<file path="src/pkg/chgaux_pkg.sv">
// package for the charger auxiliary configuration register bank
// Behaviour
// - discharge bit discharges supply while regulator off
// - voltage select: 0 is 3.3 V, 1 is 4.9 V
// - debounce field codes 100us/1ms/10ms, zero reserved
// - select 0: interrupt only fast-charge to CV
// - select 1: interrupt on every mode change
// - end-of-charge bit gates end-of-charge interrupt
// - warm threshold 0 is 45C, 1 is 50C
// - cool threshold 0 is 15C, 1 is 10C
// - voltage reduction codes 60/100/160/200 mV
// - current scale codes 25/50/75/100 percent
// - core reset restores defaults, spare bits store
package chgaux_pkg;

  // register offsets
  localparam logic [7:0] CHGAUX_PHY_SUPPLY_CONFIG_ADDR   = 8'h16;
  localparam logic [7:0] CHGAUX_DEBOUNCE_DELAY_ADDR      = 8'h18;
  localparam logic [7:0] CHGAUX_CHARGER_INT_CONFIG_ADDR  = 8'h19;
  localparam logic [7:0] CHGAUX_TEMPERATURE_ADJUST_ADDR  = 8'h1A;

  // reset values
  localparam logic [7:0] CHGAUX_PHY_SUPPLY_RESET   = 8'h01;
  localparam logic [7:0] CHGAUX_DEBOUNCE_RESET     = 8'h00;
  localparam logic [7:0] CHGAUX_CHARGER_INT_RESET  = 8'h00;
  localparam logic [7:0] CHGAUX_TEMPERATURE_RESET  = 8'h00;

  // field positions
  localparam int CHGAUX_DISCHARGE_BIT   = 0;
  localparam int CHGAUX_VSEL_BIT        = 1;
  localparam int CHGAUX_REG_ON_BIT      = 2;
  localparam int CHGAUX_OVDB_LSB        = 0;
  localparam int CHGAUX_PHYDB_LSB       = 2;
  localparam int CHGAUX_WAKE_LSB        = 4;
  localparam int CHGAUX_TRANS_SEL_BIT   = 0;
  localparam int CHGAUX_EOC_INT_BIT     = 1;
  localparam int CHGAUX_WARM_BIT        = 0;
  localparam int CHGAUX_COOL_BIT        = 1;
  localparam int CHGAUX_VRED_LSB        = 2;
  localparam int CHGAUX_ISCALE_LSB      = 4;

  // debounce timings in microseconds per code
  localparam int CHGAUX_OVDB_CODE0_US   = 10;
  localparam int CHGAUX_OVDB_CODE1_US   = 100;
  localparam int CHGAUX_OVDB_CODE2_US   = 1000;
  localparam int CHGAUX_OVDB_CODE3_US   = 10000;
  // wake-up timings in milliseconds per code
  localparam int CHGAUX_WAKE_CODE0_MS   = 8;
  localparam int CHGAUX_WAKE_CODE1_MS   = 16;
  localparam int CHGAUX_WAKE_CODE2_MS   = 32;
  localparam int CHGAUX_WAKE_CODE3_MS   = 100;
  // clock rate and derived cycles per microsecond
  localparam int CHGAUX_CLK_MHZ         = 100;

  // charger modes as reported by the charger core
  typedef enum logic [2:0] {
    CHGAUX_MODE_NONE = 3'b000,
    CHGAUX_MODE_FAST = 3'b001,
    CHGAUX_MODE_CV   = 3'b010,
    CHGAUX_MODE_EOC  = 3'b011,
    CHGAUX_MODE_DONE = 3'b100
  } chgaux_mode_t;

  // decoded settings handed to the analog and charger logic
  typedef struct packed {
    logic        dischargeOn;      // active discharge pulldown on
    logic        phySupplyHigh;    // 1 selects 4.9 V, 0 selects 3.3 V
    logic        regulatorOn;
    logic [1:0]  overvoltageCode;
    logic [1:0]  phyDebounceCode;  // stored, unused by the device
    logic [1:0]  wakeupCode;
    logic        warmHigh;         // 1 selects 50 C
    logic        coolLow;          // 1 selects 10 C
    logic [1:0]  voltageReduction;
    logic [1:0]  currentScale;
  } chgaux_cfg_t;

endpackage

</file>
<file path="src/rtl/chgaux_regs.sv">
// charger auxiliary configuration registers with decode and event logic
`timescale 1ns/1ps
module chgaux_regs
#(
  parameter int CLK_MHZ = 100
)
(
  // clock and reset
  input  wire logic                         mclk,
  input  wire logic                         rst,
  input  wire logic                         clkEn,
  input  wire logic                         coreDigitalReset,
  // register port from the serial control interface
  input  wire logic                         regWrite,
  input  wire logic [7:0]                   regAddr,
  input  wire logic [7:0]                   regWdata,
  output logic      [7:0]                   regRdata,
  // charger status
  input  wire chgaux_pkg::chgaux_mode_t     chargerMode,
  input  wire logic                         endOfChargeCurrent,
  // decoded settings
  output chgaux_pkg::chgaux_cfg_t           cfg,
  output logic      [23:0]                  overvoltageDebounceCycles,
  output logic      [23:0]                  wakeupDelayCycles,
  output logic                              overvoltageCodeReserved,
  // charger events, one cycle each
  output logic                              modeIntPulse,
  output logic                              eocIntPulse
);
  import chgaux_pkg::*;

  logic [7:0]   phyCfg_q;
  logic [7:0]   dbncCfg_q;
  logic [7:0]   intCfg_q;
  logic [7:0]   tempCfg_q;
  chgaux_mode_t modePrev_q;
  logic         eocPrev_q;
  logic         clear;

  assign clear = rst | coreDigitalReset;

  // phy supply register, discharge default on
  // core reset defaults
  always_ff @(posedge mclk)
  begin
    if (clear)
      phyCfg_q <= CHGAUX_PHY_SUPPLY_RESET;
    else if (clkEn && regWrite && regAddr == CHGAUX_PHY_SUPPLY_CONFIG_ADDR)
      phyCfg_q <= regWdata;
  end

  // debounce and wake-up register
  always_ff @(posedge mclk)
  begin
    if (clear)
      dbncCfg_q <= CHGAUX_DEBOUNCE_RESET;
    else if (clkEn && regWrite && regAddr == CHGAUX_DEBOUNCE_DELAY_ADDR)
      dbncCfg_q <= regWdata;
  end

  // interrupt configuration register
  always_ff @(posedge mclk)
  begin
    if (clear)
      intCfg_q <= CHGAUX_CHARGER_INT_RESET;
    else if (clkEn && regWrite && regAddr == CHGAUX_CHARGER_INT_CONFIG_ADDR)
      intCfg_q <= regWdata;
  end

  // temperature adjust register
  always_ff @(posedge mclk)
  begin
    if (clear)
      tempCfg_q <= CHGAUX_TEMPERATURE_RESET;
    else if (clkEn && regWrite && regAddr == CHGAUX_TEMPERATURE_ADJUST_ADDR)
      tempCfg_q <= regWdata;
  end

  // readback, unmapped addresses read zero
  always_comb
  begin
    unique case (regAddr)
      CHGAUX_PHY_SUPPLY_CONFIG_ADDR:  regRdata = phyCfg_q;
      CHGAUX_DEBOUNCE_DELAY_ADDR:     regRdata = dbncCfg_q;
      CHGAUX_CHARGER_INT_CONFIG_ADDR: regRdata = intCfg_q;
      CHGAUX_TEMPERATURE_ADJUST_ADDR: regRdata = tempCfg_q;
      default:                        regRdata = 8'h00;
    endcase
  end

  // decoded supply, debounce, wake-up and temperature controls
  always_comb
  begin
    cfg                  = '0;
    cfg.regulatorOn      = phyCfg_q[CHGAUX_REG_ON_BIT];
    cfg.dischargeOn      = phyCfg_q[CHGAUX_DISCHARGE_BIT] & ~phyCfg_q[CHGAUX_REG_ON_BIT];
    cfg.phySupplyHigh    = phyCfg_q[CHGAUX_VSEL_BIT];
    cfg.overvoltageCode  = dbncCfg_q[CHGAUX_OVDB_LSB +: 2];
    cfg.phyDebounceCode  = dbncCfg_q[CHGAUX_PHYDB_LSB +: 2];
    cfg.wakeupCode       = dbncCfg_q[CHGAUX_WAKE_LSB +: 2];
    cfg.warmHigh         = tempCfg_q[CHGAUX_WARM_BIT];
    cfg.coolLow          = tempCfg_q[CHGAUX_COOL_BIT];
    cfg.voltageReduction = tempCfg_q[CHGAUX_VRED_LSB +: 2];
    cfg.currentScale     = tempCfg_q[CHGAUX_ISCALE_LSB +: 2];
  end

  // timer lengths in mclk cycles for the overvoltage debouncer and the wake-up delay
  always_comb
  begin
    unique case (dbncCfg_q[CHGAUX_OVDB_LSB +: 2])
      2'd0:    overvoltageDebounceCycles = 24'(CHGAUX_OVDB_CODE0_US * CLK_MHZ);
      2'd1:    overvoltageDebounceCycles = 24'(CHGAUX_OVDB_CODE1_US * CLK_MHZ);
      2'd2:    overvoltageDebounceCycles = 24'(CHGAUX_OVDB_CODE2_US * CLK_MHZ);
      default: overvoltageDebounceCycles = 24'(CHGAUX_OVDB_CODE3_US * CLK_MHZ);
    endcase
    unique case (dbncCfg_q[CHGAUX_WAKE_LSB +: 2])
      2'd0:    wakeupDelayCycles = 24'(CHGAUX_WAKE_CODE0_MS * 1000 * CLK_MHZ);
      2'd1:    wakeupDelayCycles = 24'(CHGAUX_WAKE_CODE1_MS * 1000 * CLK_MHZ);
      2'd2:    wakeupDelayCycles = 24'(CHGAUX_WAKE_CODE2_MS * 1000 * CLK_MHZ);
      default: wakeupDelayCycles = 24'(CHGAUX_WAKE_CODE3_MS * 1000 * CLK_MHZ);
    endcase
  end

  // code zero still runs, but software is warned it is reserved
  // flag reserved code
  assign overvoltageCodeReserved = (dbncCfg_q[CHGAUX_OVDB_LSB +: 2] == 2'd0);

  // previous charger status for edge detection
  always_ff @(posedge mclk)
  begin
    if (clear)
    begin
      modePrev_q <= CHGAUX_MODE_NONE;
      eocPrev_q  <= 1'b0;
    end
    else if (clkEn)
    begin
      modePrev_q <= chargerMode;
      eocPrev_q  <= endOfChargeCurrent;
    end
  end

  // mode-change interrupt pulse
  always_ff @(posedge mclk)
  begin
    if (clear)
      modeIntPulse <= 1'b0;
    else if (clkEn)
    begin
      if (intCfg_q[CHGAUX_TRANS_SEL_BIT])
        modeIntPulse <= (chargerMode != modePrev_q);
      else
        modeIntPulse <= (modePrev_q == CHGAUX_MODE_FAST) && (chargerMode == CHGAUX_MODE_CV);
    end
    else
      modeIntPulse <= 1'b0;
  end

  // end-of-charge interrupt pulse on rising current trigger
  always_ff @(posedge mclk)
  begin
    if (clear)
      eocIntPulse <= 1'b0;
    else if (clkEn)
      eocIntPulse <= intCfg_q[CHGAUX_EOC_INT_BIT] & endOfChargeCurrent & ~eocPrev_q;
    else
      eocIntPulse <= 1'b0;
  end

endmodule
</file>
<file path="config.mk">
export PLATFORM = sky130hd
export DESIGN_NAME = chgaux_regs
export DESIGN_NICKNAME = d
export VERILOG_FILES = /design/src/pkg/chgaux_pkg.sv /design/src/rtl/chgaux_regs.sv
export SDC_FILE = /design/constraint.sdc
export NUM_CORES = 1
export LEC_CHECK = 0
export ABC_AREA = 1
export ABC_CLOCK_PERIOD_IN_PS = 2900
export BUFFER_PORTS_ARGS = -buffer_cell sky130_fd_sc_hd__buf_2
export CAP_MARGIN = 20
export CORE_ASPECT_RATIO = 0.5
export CORE_MARGIN = 2
export CORE_UTILIZATION = 30
export CTS_CLUSTER_SIZE = 14
export DETAILED_ROUTE_END_ITERATION = 8
export GPL_TIMING_DRIVEN = 0
export SLEW_MARGIN = 20
export SYNTH_ARGS = -nofsm -noshare
export SYNTH_HDL_FRONTEND = slang
export SYNTH_SLANG_ARGS = --single-unit
</file>
<file path="constraint.sdc">
create_clock -name mclk -period 2.9 [get_ports mclk]
set_input_delay 0.435 -clock mclk [delete_from_list [all_inputs] [get_ports mclk]]
set_output_delay 0.435 -clock mclk [all_outputs]
set_load 0.01 [all_outputs]
</file>
==> run summary, run 1 <==
Clk_lat worst skew = 280 ps
Via Count = 2380
Yosys warning count = 0
Sink Count = 38
DRC Markers = 0
Die span in x = 134 um
Drt first pass iters = 4
Final hold viol count = 0
Kind of critical path = in2out
Vias/cell = 4.05
Crit path max fanout = 10
Non-Filler Instances = 587
Total gr overflow = 0
Clock Skew = 1.78 ps
Row count = 23
Unrepaired setup endpoints after global routing = no
Initial antenna violation count = 0
Maximum buffer depth of the clock tree = 2
Overall Global Routing Usage = 0.128
R2R Setup Slk = 2020 ps
CP cell instances = buf_2 > inv_1 > nand2_1 > nor2_8 > buf_2 > nand3_1 > nand4_1 > buf_2
Max-cap violations = 0
Max Slew Vio Count = 0
Cell mode on critical path = buf_2
Avg Inst Size Synth = 6.86 sq um
Post-Synthesis Cells = 372
Die area = 9310 sq um
Cells on worst reg2reg path = 4
Slowest CP cell = buf_2
Hold path cells = 3
Post-synthesis cell type count = 25
Pwr dens = 380 nW/um^2
Worst hold-check path type = in2reg
Worst setup SP type = input pin
EDFF count, synth = 0
Port Buf Inserts = 77
Placed cells = 579
Largest net degree at the start of global routing = 14
Post-synthesis async set-or-reset flop share = 0
Starting density of the core = 0.314
Nets = 512
Routed len/inst = 10.4 um
Final setup fails = 0
Detailed-route wire length = 6080 um
Status = finished clean
Routed Antenna Nets = 0
Post-synth top flop = dfxtp_1
Peak supply drop = 209 uV
Relative slew slack = 0.667
Endpoint type of the worst setup path = output port
Starting DRT DRC Count = 125
Top-count cell post-synth = nand2_1
Sequential area share after synthesis = 0.298
P&R area growth vs syn = 29.9%
Worst-margin pin slew = 500 ps
Setup TNS = 0 ps
CP Data Required Time = 2470 ps
CTS clock-pin slew for the worst setup and hold paths = 60 ps
Layout cells sized above 1 = 0.339
Max Clk Rate = 494 MHz
Area fraction of the dominant cell type after synthesis = 0.298
Mapped Area = 2550 sq um
Post-DP HPWL = 5000 um
Diode count = 0
Clock Tree Root = clkbuf_16
Placeable Area = 8140 sq um
Top cells by area, synth = dfxtp_1 (30%), buf_4 (13%), nand2_1 (11%)
Vias in the first global route = 1924
Die H = 69.2 um
Setup Buffers After CTS = 0
Synth top cells by count = nand2_1 (73), nor2_1 (66), inv_1 (48)
FF+latch count, synth = 38
Gates resized, CTS repair = 0
Final worst path period share = 0.698
Arr. time, crit path = 1590 ps
I/O pin cnt = 99
RePlAce Congestion = 0.832
Crit path largest cell delay = 280 ps
Final period demand of the worst path = 2020 ps
Global-route wire length before repair = 9590 um
CTS Hold Bufs = 0
Lkg Pwr = 1.90 nW
CTS tree = built
Leading area contributor after synthesis = dfxtp_1
TritonCTS buffer count = 5
H-tree levels = 2
==> cell type report <==
class                   instances  area (sq um)
plain buffers                  53           399
clock buffers                   5           125
clock inverters                 3          45.0
fillers                       872          4830
inverters                      50           190
multi-input cells             249          1270
flip-flops and latches         38           761
well taps                     112           140
repair buffers                 77           385
==> path summary, 6_finish.rpt <==
kind,end,startpoint
min,eocIntPulse,endOfChargeCurrent
max,regRdata[2],regAddr[6]
max reg2reg,dbncCfg_q[5],dbncCfg_q[5]
min reg2reg,eocIntPulse,eocPrev_q
==> report_power, final <==
part	internal, W	switching, W
logic	0.0000418	0.0000677
clock network	0.000405	0.000221
registers	0.000525	0.00000148
==> layout by cell type (no fill, tap or decap), types with 2 or more instances in the layout <==
master      synthesis  routed
buf_2               4      81
nor2_1             66      66
or2_2               5       5
dfxtp_1            38      38
nand4_1             9       9
buf_6               4       4
nand2_2             6       6
a21oi_1             5       5
conb_1              2      20
buf_4              44      44
o21ai_0             5       5
nand3_1            34      34
clkbuf_16           0       5
clkinvlp_4          0       2
nand2_1            73      73
inv_1              48      48
ha_1               13      13
nand3_4             4       4
nor2_4              4       4
==> stage by stage <==
stage / hold WS [ps] / cell area, sq um / util / power [W] / worst slack, ps
global placement: 410 / 3150 / 0.386 / 0.000645 / 878
global route: 412 / 3320 / 0.407 / 0.00130 / 773
floorplan: 392 / 2620 / - / 0.000611 / 1250
detailed placement: 413 / 3150 / 0.386 / 0.000646 / 878
finish: 401 / 3320 / 0.407 / 0.00126 / 876
CTS: 396 / 3320 / 0.407 / 0.00127 / 875
==> flip-flops by register name, indices dropped and copies added, names as in the netlist <==
signal,cells
modePrev_q,3
modeIntPulse,1
tempCfg_q,8
eocPrev_q,1
dbncCfg_q,8
eocIntPulse,1
intCfg_q,8
phyCfg_q,8
==> critical path, delay by kind of cell <==
| family | cells | cell delay [ps] |
|---|---|---|
| simple gates | 4 | 590 |
| buf+inv | 4 | 560 |
==> logic make-up (layout without fill, tap and decap cells) <==
group	count (synthesis)	count (layout)	synth area share
simple gates	205	205	0.382
buf+inv	103	188	0.231
flops	38	38	0.298
fa+ha+maj	13	13	0.0637
compound gates	11	11	0.0225
other cells	2	20	0.00294
==> metal layers <==
| layer | global-route usage | wire length, um | vias to the layer above |
|---|---|---|---|
| li1 | - | - | 1278 |
| met5 | 0 | 0 | - |
| met3 | 0.0292 | 369 | 4 |
| met2 | 0.191 | 2560 | 62 |
| met4 | 0.0339 | 39 | 0 |
| met1 | 0.186 | 3110 | 1036 |
(Power assumes the default switching activity.)
==> run 2: changes to the inputs <==
--- a/config.mk
+++ b/config.mk
@@ -6,7 +6,7 @@
 export NUM_CORES = 1
 export LEC_CHECK = 0
 export ABC_AREA = 1
-export ABC_CLOCK_PERIOD_IN_PS = 2900
+export ABC_CLOCK_PERIOD_IN_PS = 1940
 export BUFFER_PORTS_ARGS = -buffer_cell sky130_fd_sc_hd__buf_2
 export CAP_MARGIN = 20
 export CORE_ASPECT_RATIO = 0.5
==> constraint.sdc (replaced) <==
create_clock -name mclk -period 1.94 [get_ports mclk]
set_input_delay 0.291 -clock mclk [delete_from_list [all_inputs] [get_ports mclk]]
set_output_delay 0.291 -clock mclk [all_outputs]
set_load 0.01 [all_outputs]
==> run summary, run 2 (synthesis gave the netlist of run 1 again) <==
Status = finished clean
Overall Global Routing Usage = 0.128 (unchanged)
Worst-margin pin slew = 498 ps (-1.19 ps)
Kind of critical path = reg2out
H-tree levels = 2 (unchanged)
Hold path cells = 3 (unchanged)
I/O pin cnt = 99 (unchanged)
Fill count = 873 (+0.11%)
Routed Antenna Nets = 0 (unchanged)
Die H = 69.2 um (unchanged)
Peak supply drop = 313 uV (+50%)
P_sw = 0.000435 W (+50%)
Starting DRT DRC Count = 119 (-4.8%)
Row count = 23 (unchanged)
CP Data Required Time = 1650 ps (-820 ps)
Port Buf Inserts = 77 (unchanged)
Area of the multi-input gates = 1270 sq um (unchanged)
Util after Layout = 0.407 (about the same)
Max-cap violations = 0 (unchanged)
Max Slew Vio Count = 0 (unchanged)
Pwr dens = 569 nW/um^2 (+50%)
Clk_lat worst skew = 280 ps (about the same)
Clock group share of total power = 0.497 (about the same)
Hold EP = eocIntPulse
Final period demand of the worst path = 1840 ps
R2R Setup Slk = 1060 ps (-960 ps)
Slowest CP cell = dfxtp_1
Layout cells sized above 1 = 0.341 (+0.00211)
Max Clk Rate = 542 MHz
Placeable Area = 8140 sq um (unchanged)
Die span in x = 134 um (unchanged)
Maximum buffer depth of the clock tree = 2 (unchanged)
Worst setup SP type = register
Arr. time, crit path = 1550 ps (-40 ps)
Sink Count = 38 (unchanged)
R2R Path Start = dbncCfg_q[5]
Most frequent cells in the layout = buf_2 (81), nand2_1 (73), nor2_1 (66)
Via Count = 2363 (-0.71%)
Final setup fails = 0 (unchanged)
Most common cell after layout, fill and taps aside = buf_2
Setup Buffers After CTS = 0 (unchanged)
Relative slew slack = 0.667 (+0.000794)
P_int = 0.00145 W (+49%)
Nets = 512 (unchanged)
Routed len/inst = 10.4 um (unchanged)
Total gr overflow = 0 (unchanged)
P&R area growth vs syn = 29.9% (about the same)
Crit path max fanout = 6 (-4)
Clock Tree Root = clkbuf_16
Vias in the first global route = 1924 (unchanged)
Initial antenna violation count = 0 (unchanged)
Critical R2R Capture = dbncCfg_q[5]
CTS tree = built
Endpoint type of the worst setup path = output port
Post-DP HPWL = 5000 um (unchanged)
Register area = 762 sq um (+0.16%)
CTS Hold Bufs = 0 (unchanged)
Vias/cell = 4.03 (-0.71%)
TritonCTS buffer count = 5 (unchanged)
Starting density of the core = 0.314 (unchanged)
Worst hold-check path type = in2reg
Detailed-route wire length = 6080 um (unchanged)
Sw frac = 0.230 (+0.000621)
Diode count = 0 (unchanged)
Lkg Pwr = 1.90 nW (about the same)
Largest net degree at the start of global routing = 14 (unchanged)
RePlAce Congestion = 0.832 (unchanged)
Die area = 9310 sq um (unchanged)
CP cell instances = inv_1 > ha_1 > or2_2 > buf_2
Setup TNS = 0 ps (unchanged)
HP Start = endOfChargeCurrent
Global-route wire length before repair = 9590 um (unchanged)
Final hold viol count = 0 (unchanged)
DRC Markers = 0 (unchanged)
Flop pwr share = 0.417 (about the same)
Drt first pass iters = 4 (unchanged)
Unrepaired setup endpoints after global routing = no
Final worst path period share = 0.951
Cells on worst reg2reg path = 4 (unchanged)
CTS clock-pin slew for the worst setup and hold paths = 60 ps (about the same)
Clock Skew = 2.11 ps (+0.337 ps)
Combinational Power Share = 0.087 (about the same)
Crit path largest cell delay = 450 ps (+170 ps)
## run 2: per-stage QoR
step                worst slack (ps)  hold slack (ps)  area (sq um)  instances  power (W)
floorplan                        548              392          2620        390   0.000913
global placement                 206              410          3150        579   0.000964
detailed placement               206              413          3150        579   0.000965
CTS                             99.8              252          3320        587    0.00190
global route                    6.76              268          3320        587    0.00195
finish                          95.8              256          3320        587    0.00189
## run 2: repair_timing
action	CTS	global route
endpoints found under the hold margin	0	0
setup endpoints to repair	0	1
resized for setup	0	1
## run 2: critical path, delay by kind of cell (launching register included)
kind | cells | cell delay [ps]
simple gates | 1 | 280
fa+ha+maj | 1 | 230
buf+inv | 2 | 310
flops | 1 | 450
## run 2: worst max path at each step
stage | startpoint | to | slack (ps) | depth (start not counted)
3_3_place_gp | regAddr[6] | regRdata[5] | 210 | 8
6_report | dbncCfg_q[5] | wakeupDelayCycles[13] | 100 | 4
4_1_cts | dbncCfg_q[5] | wakeupDelayCycles[13] | 100 | 4
5_1_grt | dbncCfg_q[4] | wakeupDelayCycles[13] | 7 | 4
3_5_place_dp | regAddr[6] | regRdata[5] | 210 | 8
2_1_floorplan | dbncCfg_q[0] | overvoltageDebounceCycles[7] | 550 | 5
## run 2: per-layer routing
metal / vias up / global-route usage / routed length, um
met1: 1029 / 0.186 / 3200
met2: 51 / 0.191 / 2560
met4: 0 / 0.0339 / 39
met5: - / 0 / 0
li1: 1279 / - / -
met3: 4 / 0.0292 / 287
## run 2: final cells by class
class / instances / area share
flip-flops and latches: 38 / 0.230
clock inverters: 3 / 0.0136
clock buffers: 5 / 0.0377
plain buffers: 53 / 0.120
repair buffers: 77 / 0.116
well taps: 112 / 0.0422
multi-input cells: 249 / 0.383
inverters: 50 / 0.0573
## run 2: power groups by stage
| stage | clock network, W | registers [W] | logic, W |
|---|---|---|---|
| after detailed placement | 0 | 0.000804 | 0.000162 |
| final | 0.000937 | 0.000786 | 0.000164 |
| after global placement | 0 | 0.000804 | 0.000161 |
| after floorplan | 0 | 0.000803 | 0.000110 |
| after global routing | 0.000981 | 0.000786 | 0.000179 |
| after CTS | 0.000950 | 0.000786 | 0.000162 |
==> run 3: changes to the inputs <==
--- a/config.mk
+++ b/config.mk
@@ -11,7 +11,7 @@
 export CAP_MARGIN = 20
 export CORE_ASPECT_RATIO = 0.5
 export CORE_MARGIN = 2
-export CORE_UTILIZATION = 30
+export CORE_UTILIZATION = 25
 export CTS_CLUSTER_SIZE = 14
 export DETAILED_ROUTE_END_ITERATION = 8
 export GPL_TIMING_DRIVEN = 0
==> run summary, run 3 (synthesis gave the netlist of run 1 again) <==
Clk_lat worst skew = 280 ps (about the same)
Pwr dens = 557 nW/um^2 (-2.1%)
DRC Markers = 0 (unchanged)
Pre-CTS setup slack = 203 ps (-3.54 ps)
Kind of critical path = reg2out
Routed len/inst = 9.95 um (-4.0%)
Setup Buffers After CTS = 0 (unchanged)
Gates resized, CTS repair = 0 (unchanged)
CP top delay family = flip-flops
Vias/cell = 3.85 (-4.3%)
Area of the multi-input gates = 1270 sq um (unchanged)
Peak supply drop = 429 uV (+37%)
Fill count = 1089 (+25%)
Max Slew Vio Count = 0 (unchanged)
CTS tree = built
Initial antenna violation count = 1 (+1)
Clock Tree Root = clkbuf_16
Starting DRT DRC Count = 158 (+33%)
Final setup fails = 0 (unchanged)
CTS Hold Bufs = 0 (unchanged)
Layout cells sized above 1 = 0.339 (-0.00211)
Worst setup margin = 126 ps (+30.7 ps)
Buffers & Inverters on Critical Path = 2 (unchanged)
Via Count = 2369 (+0.25%)
Maximum buffer depth of the clock tree = 2 (unchanged)
Most common cell after layout, fill and taps aside = buf_2
Worst hold slack = 253 ps (-3.09 ps)
Die H = 75.5 um (+9.0%)
Design area = 3350 sq um (+0.87%)
Clock Skew = 4.09 ps (+1.98 ps)
Routed Antenna Nets = 0 (unchanged)
Sink Count = 38 (unchanged)
Row count = 26 (+13%)
Crit path largest cell delay = 440 ps (about the same)
Placeable Area = 10100 sq um (+24%)
Final period demand of the worst path = 1810 ps (-30.7 ps)
Setup TNS = 0 ps (unchanged)
Port Buf Inserts = 77 (unchanged)
Register area = 761 sq um (-0.16%)
Slowest CP cell = dfxtp_1
Worst setup SP type = register
Starting density of the core = 0.253 (-0.0603)
CTS clock-pin slew for the worst setup and hold paths = 60 ps (about the same)
Arr. time, crit path = 1520 ps (-30 ps)
Max Clk Rate = 551 MHz (+1.7%)
Largest net degree at the start of global routing = 13 (-1)
Endpoint type of the worst setup path = output port
TritonCTS buffer count = 5 (unchanged)
Overall Global Routing Usage = 0.107 (-0.0210)
I/O pin cnt = 99 (unchanged)
Diode count = 0 (unchanged)
Crit path max fanout = 6 (unchanged)
Cell Area, Placed = 3180 sq um (+1.1%)
Nets = 512 (unchanged)
Global-route wire length before repair = 9520 um (-0.79%)
RePlAce Congestion = 0.766 (-7.9%)
CP Data Required Time = 1650 ps (about the same)
Final hold viol count = 0 (unchanged)
Post-DP HPWL = 4910 um (-1.9%)
Most frequent cells in the layout = buf_2 (81), nand2_1 (73), nor2_1 (66)
Worst hold-check path type = in2reg
Total gr overflow = 0 (unchanged)
Detailed-route wire length = 6120 um (+0.62%)
Final worst path period share = 0.935 (-0.0158)
Die area = 11100 sq um (+19%)
H-tree levels = 2 (unchanged)
Vias in the first global route = 1991 (+3.5%)
Die span in x = 147 um (+9.3%)
Lkg Pwr = 1.90 nW (+0.37%)
Max-cap violations = 0 (unchanged)
Unrepaired setup endpoints after global routing = no
Drt first pass iters = 4 (unchanged)
CP cell instances = inv_1 > ha_1 > or2_2 > buf_2
P&R area growth vs syn = 31.1%
Status = finished clean
[run 3: cell count changes in the layout (fill, tap and decap cells not counted)]
cell	before	now
dfxtp_1	37	38
dfxtp_2	1	0
clkinv_2	0	2
clkinvlp_4	2	0
[run 3: report_power, final]
group / internal, W / switching, W
Combinational: 0.0000625 / 0.0000988
Sequential: 0.000784 / 0.00000242
Clock: 0.000601 / 0.000315
[run 3: final cells by class]
type / count / share of cell area
inverter: 50 / 0.0568
sequential: 38 / 0.227
buffer: 53 / 0.119
clock buffer: 5 / 0.0374
clock inverter: 3 / 0.0120
timing repair buffer: 77 / 0.115
multi-input combinational: 249 / 0.380
tap: 140 / 0.0523
[run 3: metal layers]
layer | wire length, um | GRT usage | part of all wire
met1 | 2900 | 0.137 | 0.47
met2 | 2910 | 0.193 | 0.47
met3 | 271 | 0.0257 | 0.044
met4 | 27 | 0.0160 | 0.0044
met5 | 11 | 0 | 0.0018
[run 3: worst paths after layout]
| check | slack (ps) | end | cells after the start | startpoint |
|---|---|---|---|---|
| hold reg to reg | 430 | eocIntPulse | 1 | eocPrev_q |
| setup / recovery | 130 | wakeupDelayCycles[13] | 4 | dbncCfg_q[5] |
| setup reg to reg | 1070 | dbncCfg_q[5] | 4 | dbncCfg_q[5] |
| hold / removal | 250 | eocIntPulse | 3 | endOfChargeCurrent |
[run 3: per-stage QoR]
step	power, W	utilization	instances
after floorplan	0.000913	-	390
after global placement	0.000963	0.316	607
after global routing	0.00193	0.332	615
final	0.00186	0.332	615
after detailed placement	0.000965	0.316	607
after CTS	0.00188	0.332	615
[run 3: worst min-delay path, stage by stage]
cell	delay, ps
buf_2	90
inv_1	60
nor4_1	50
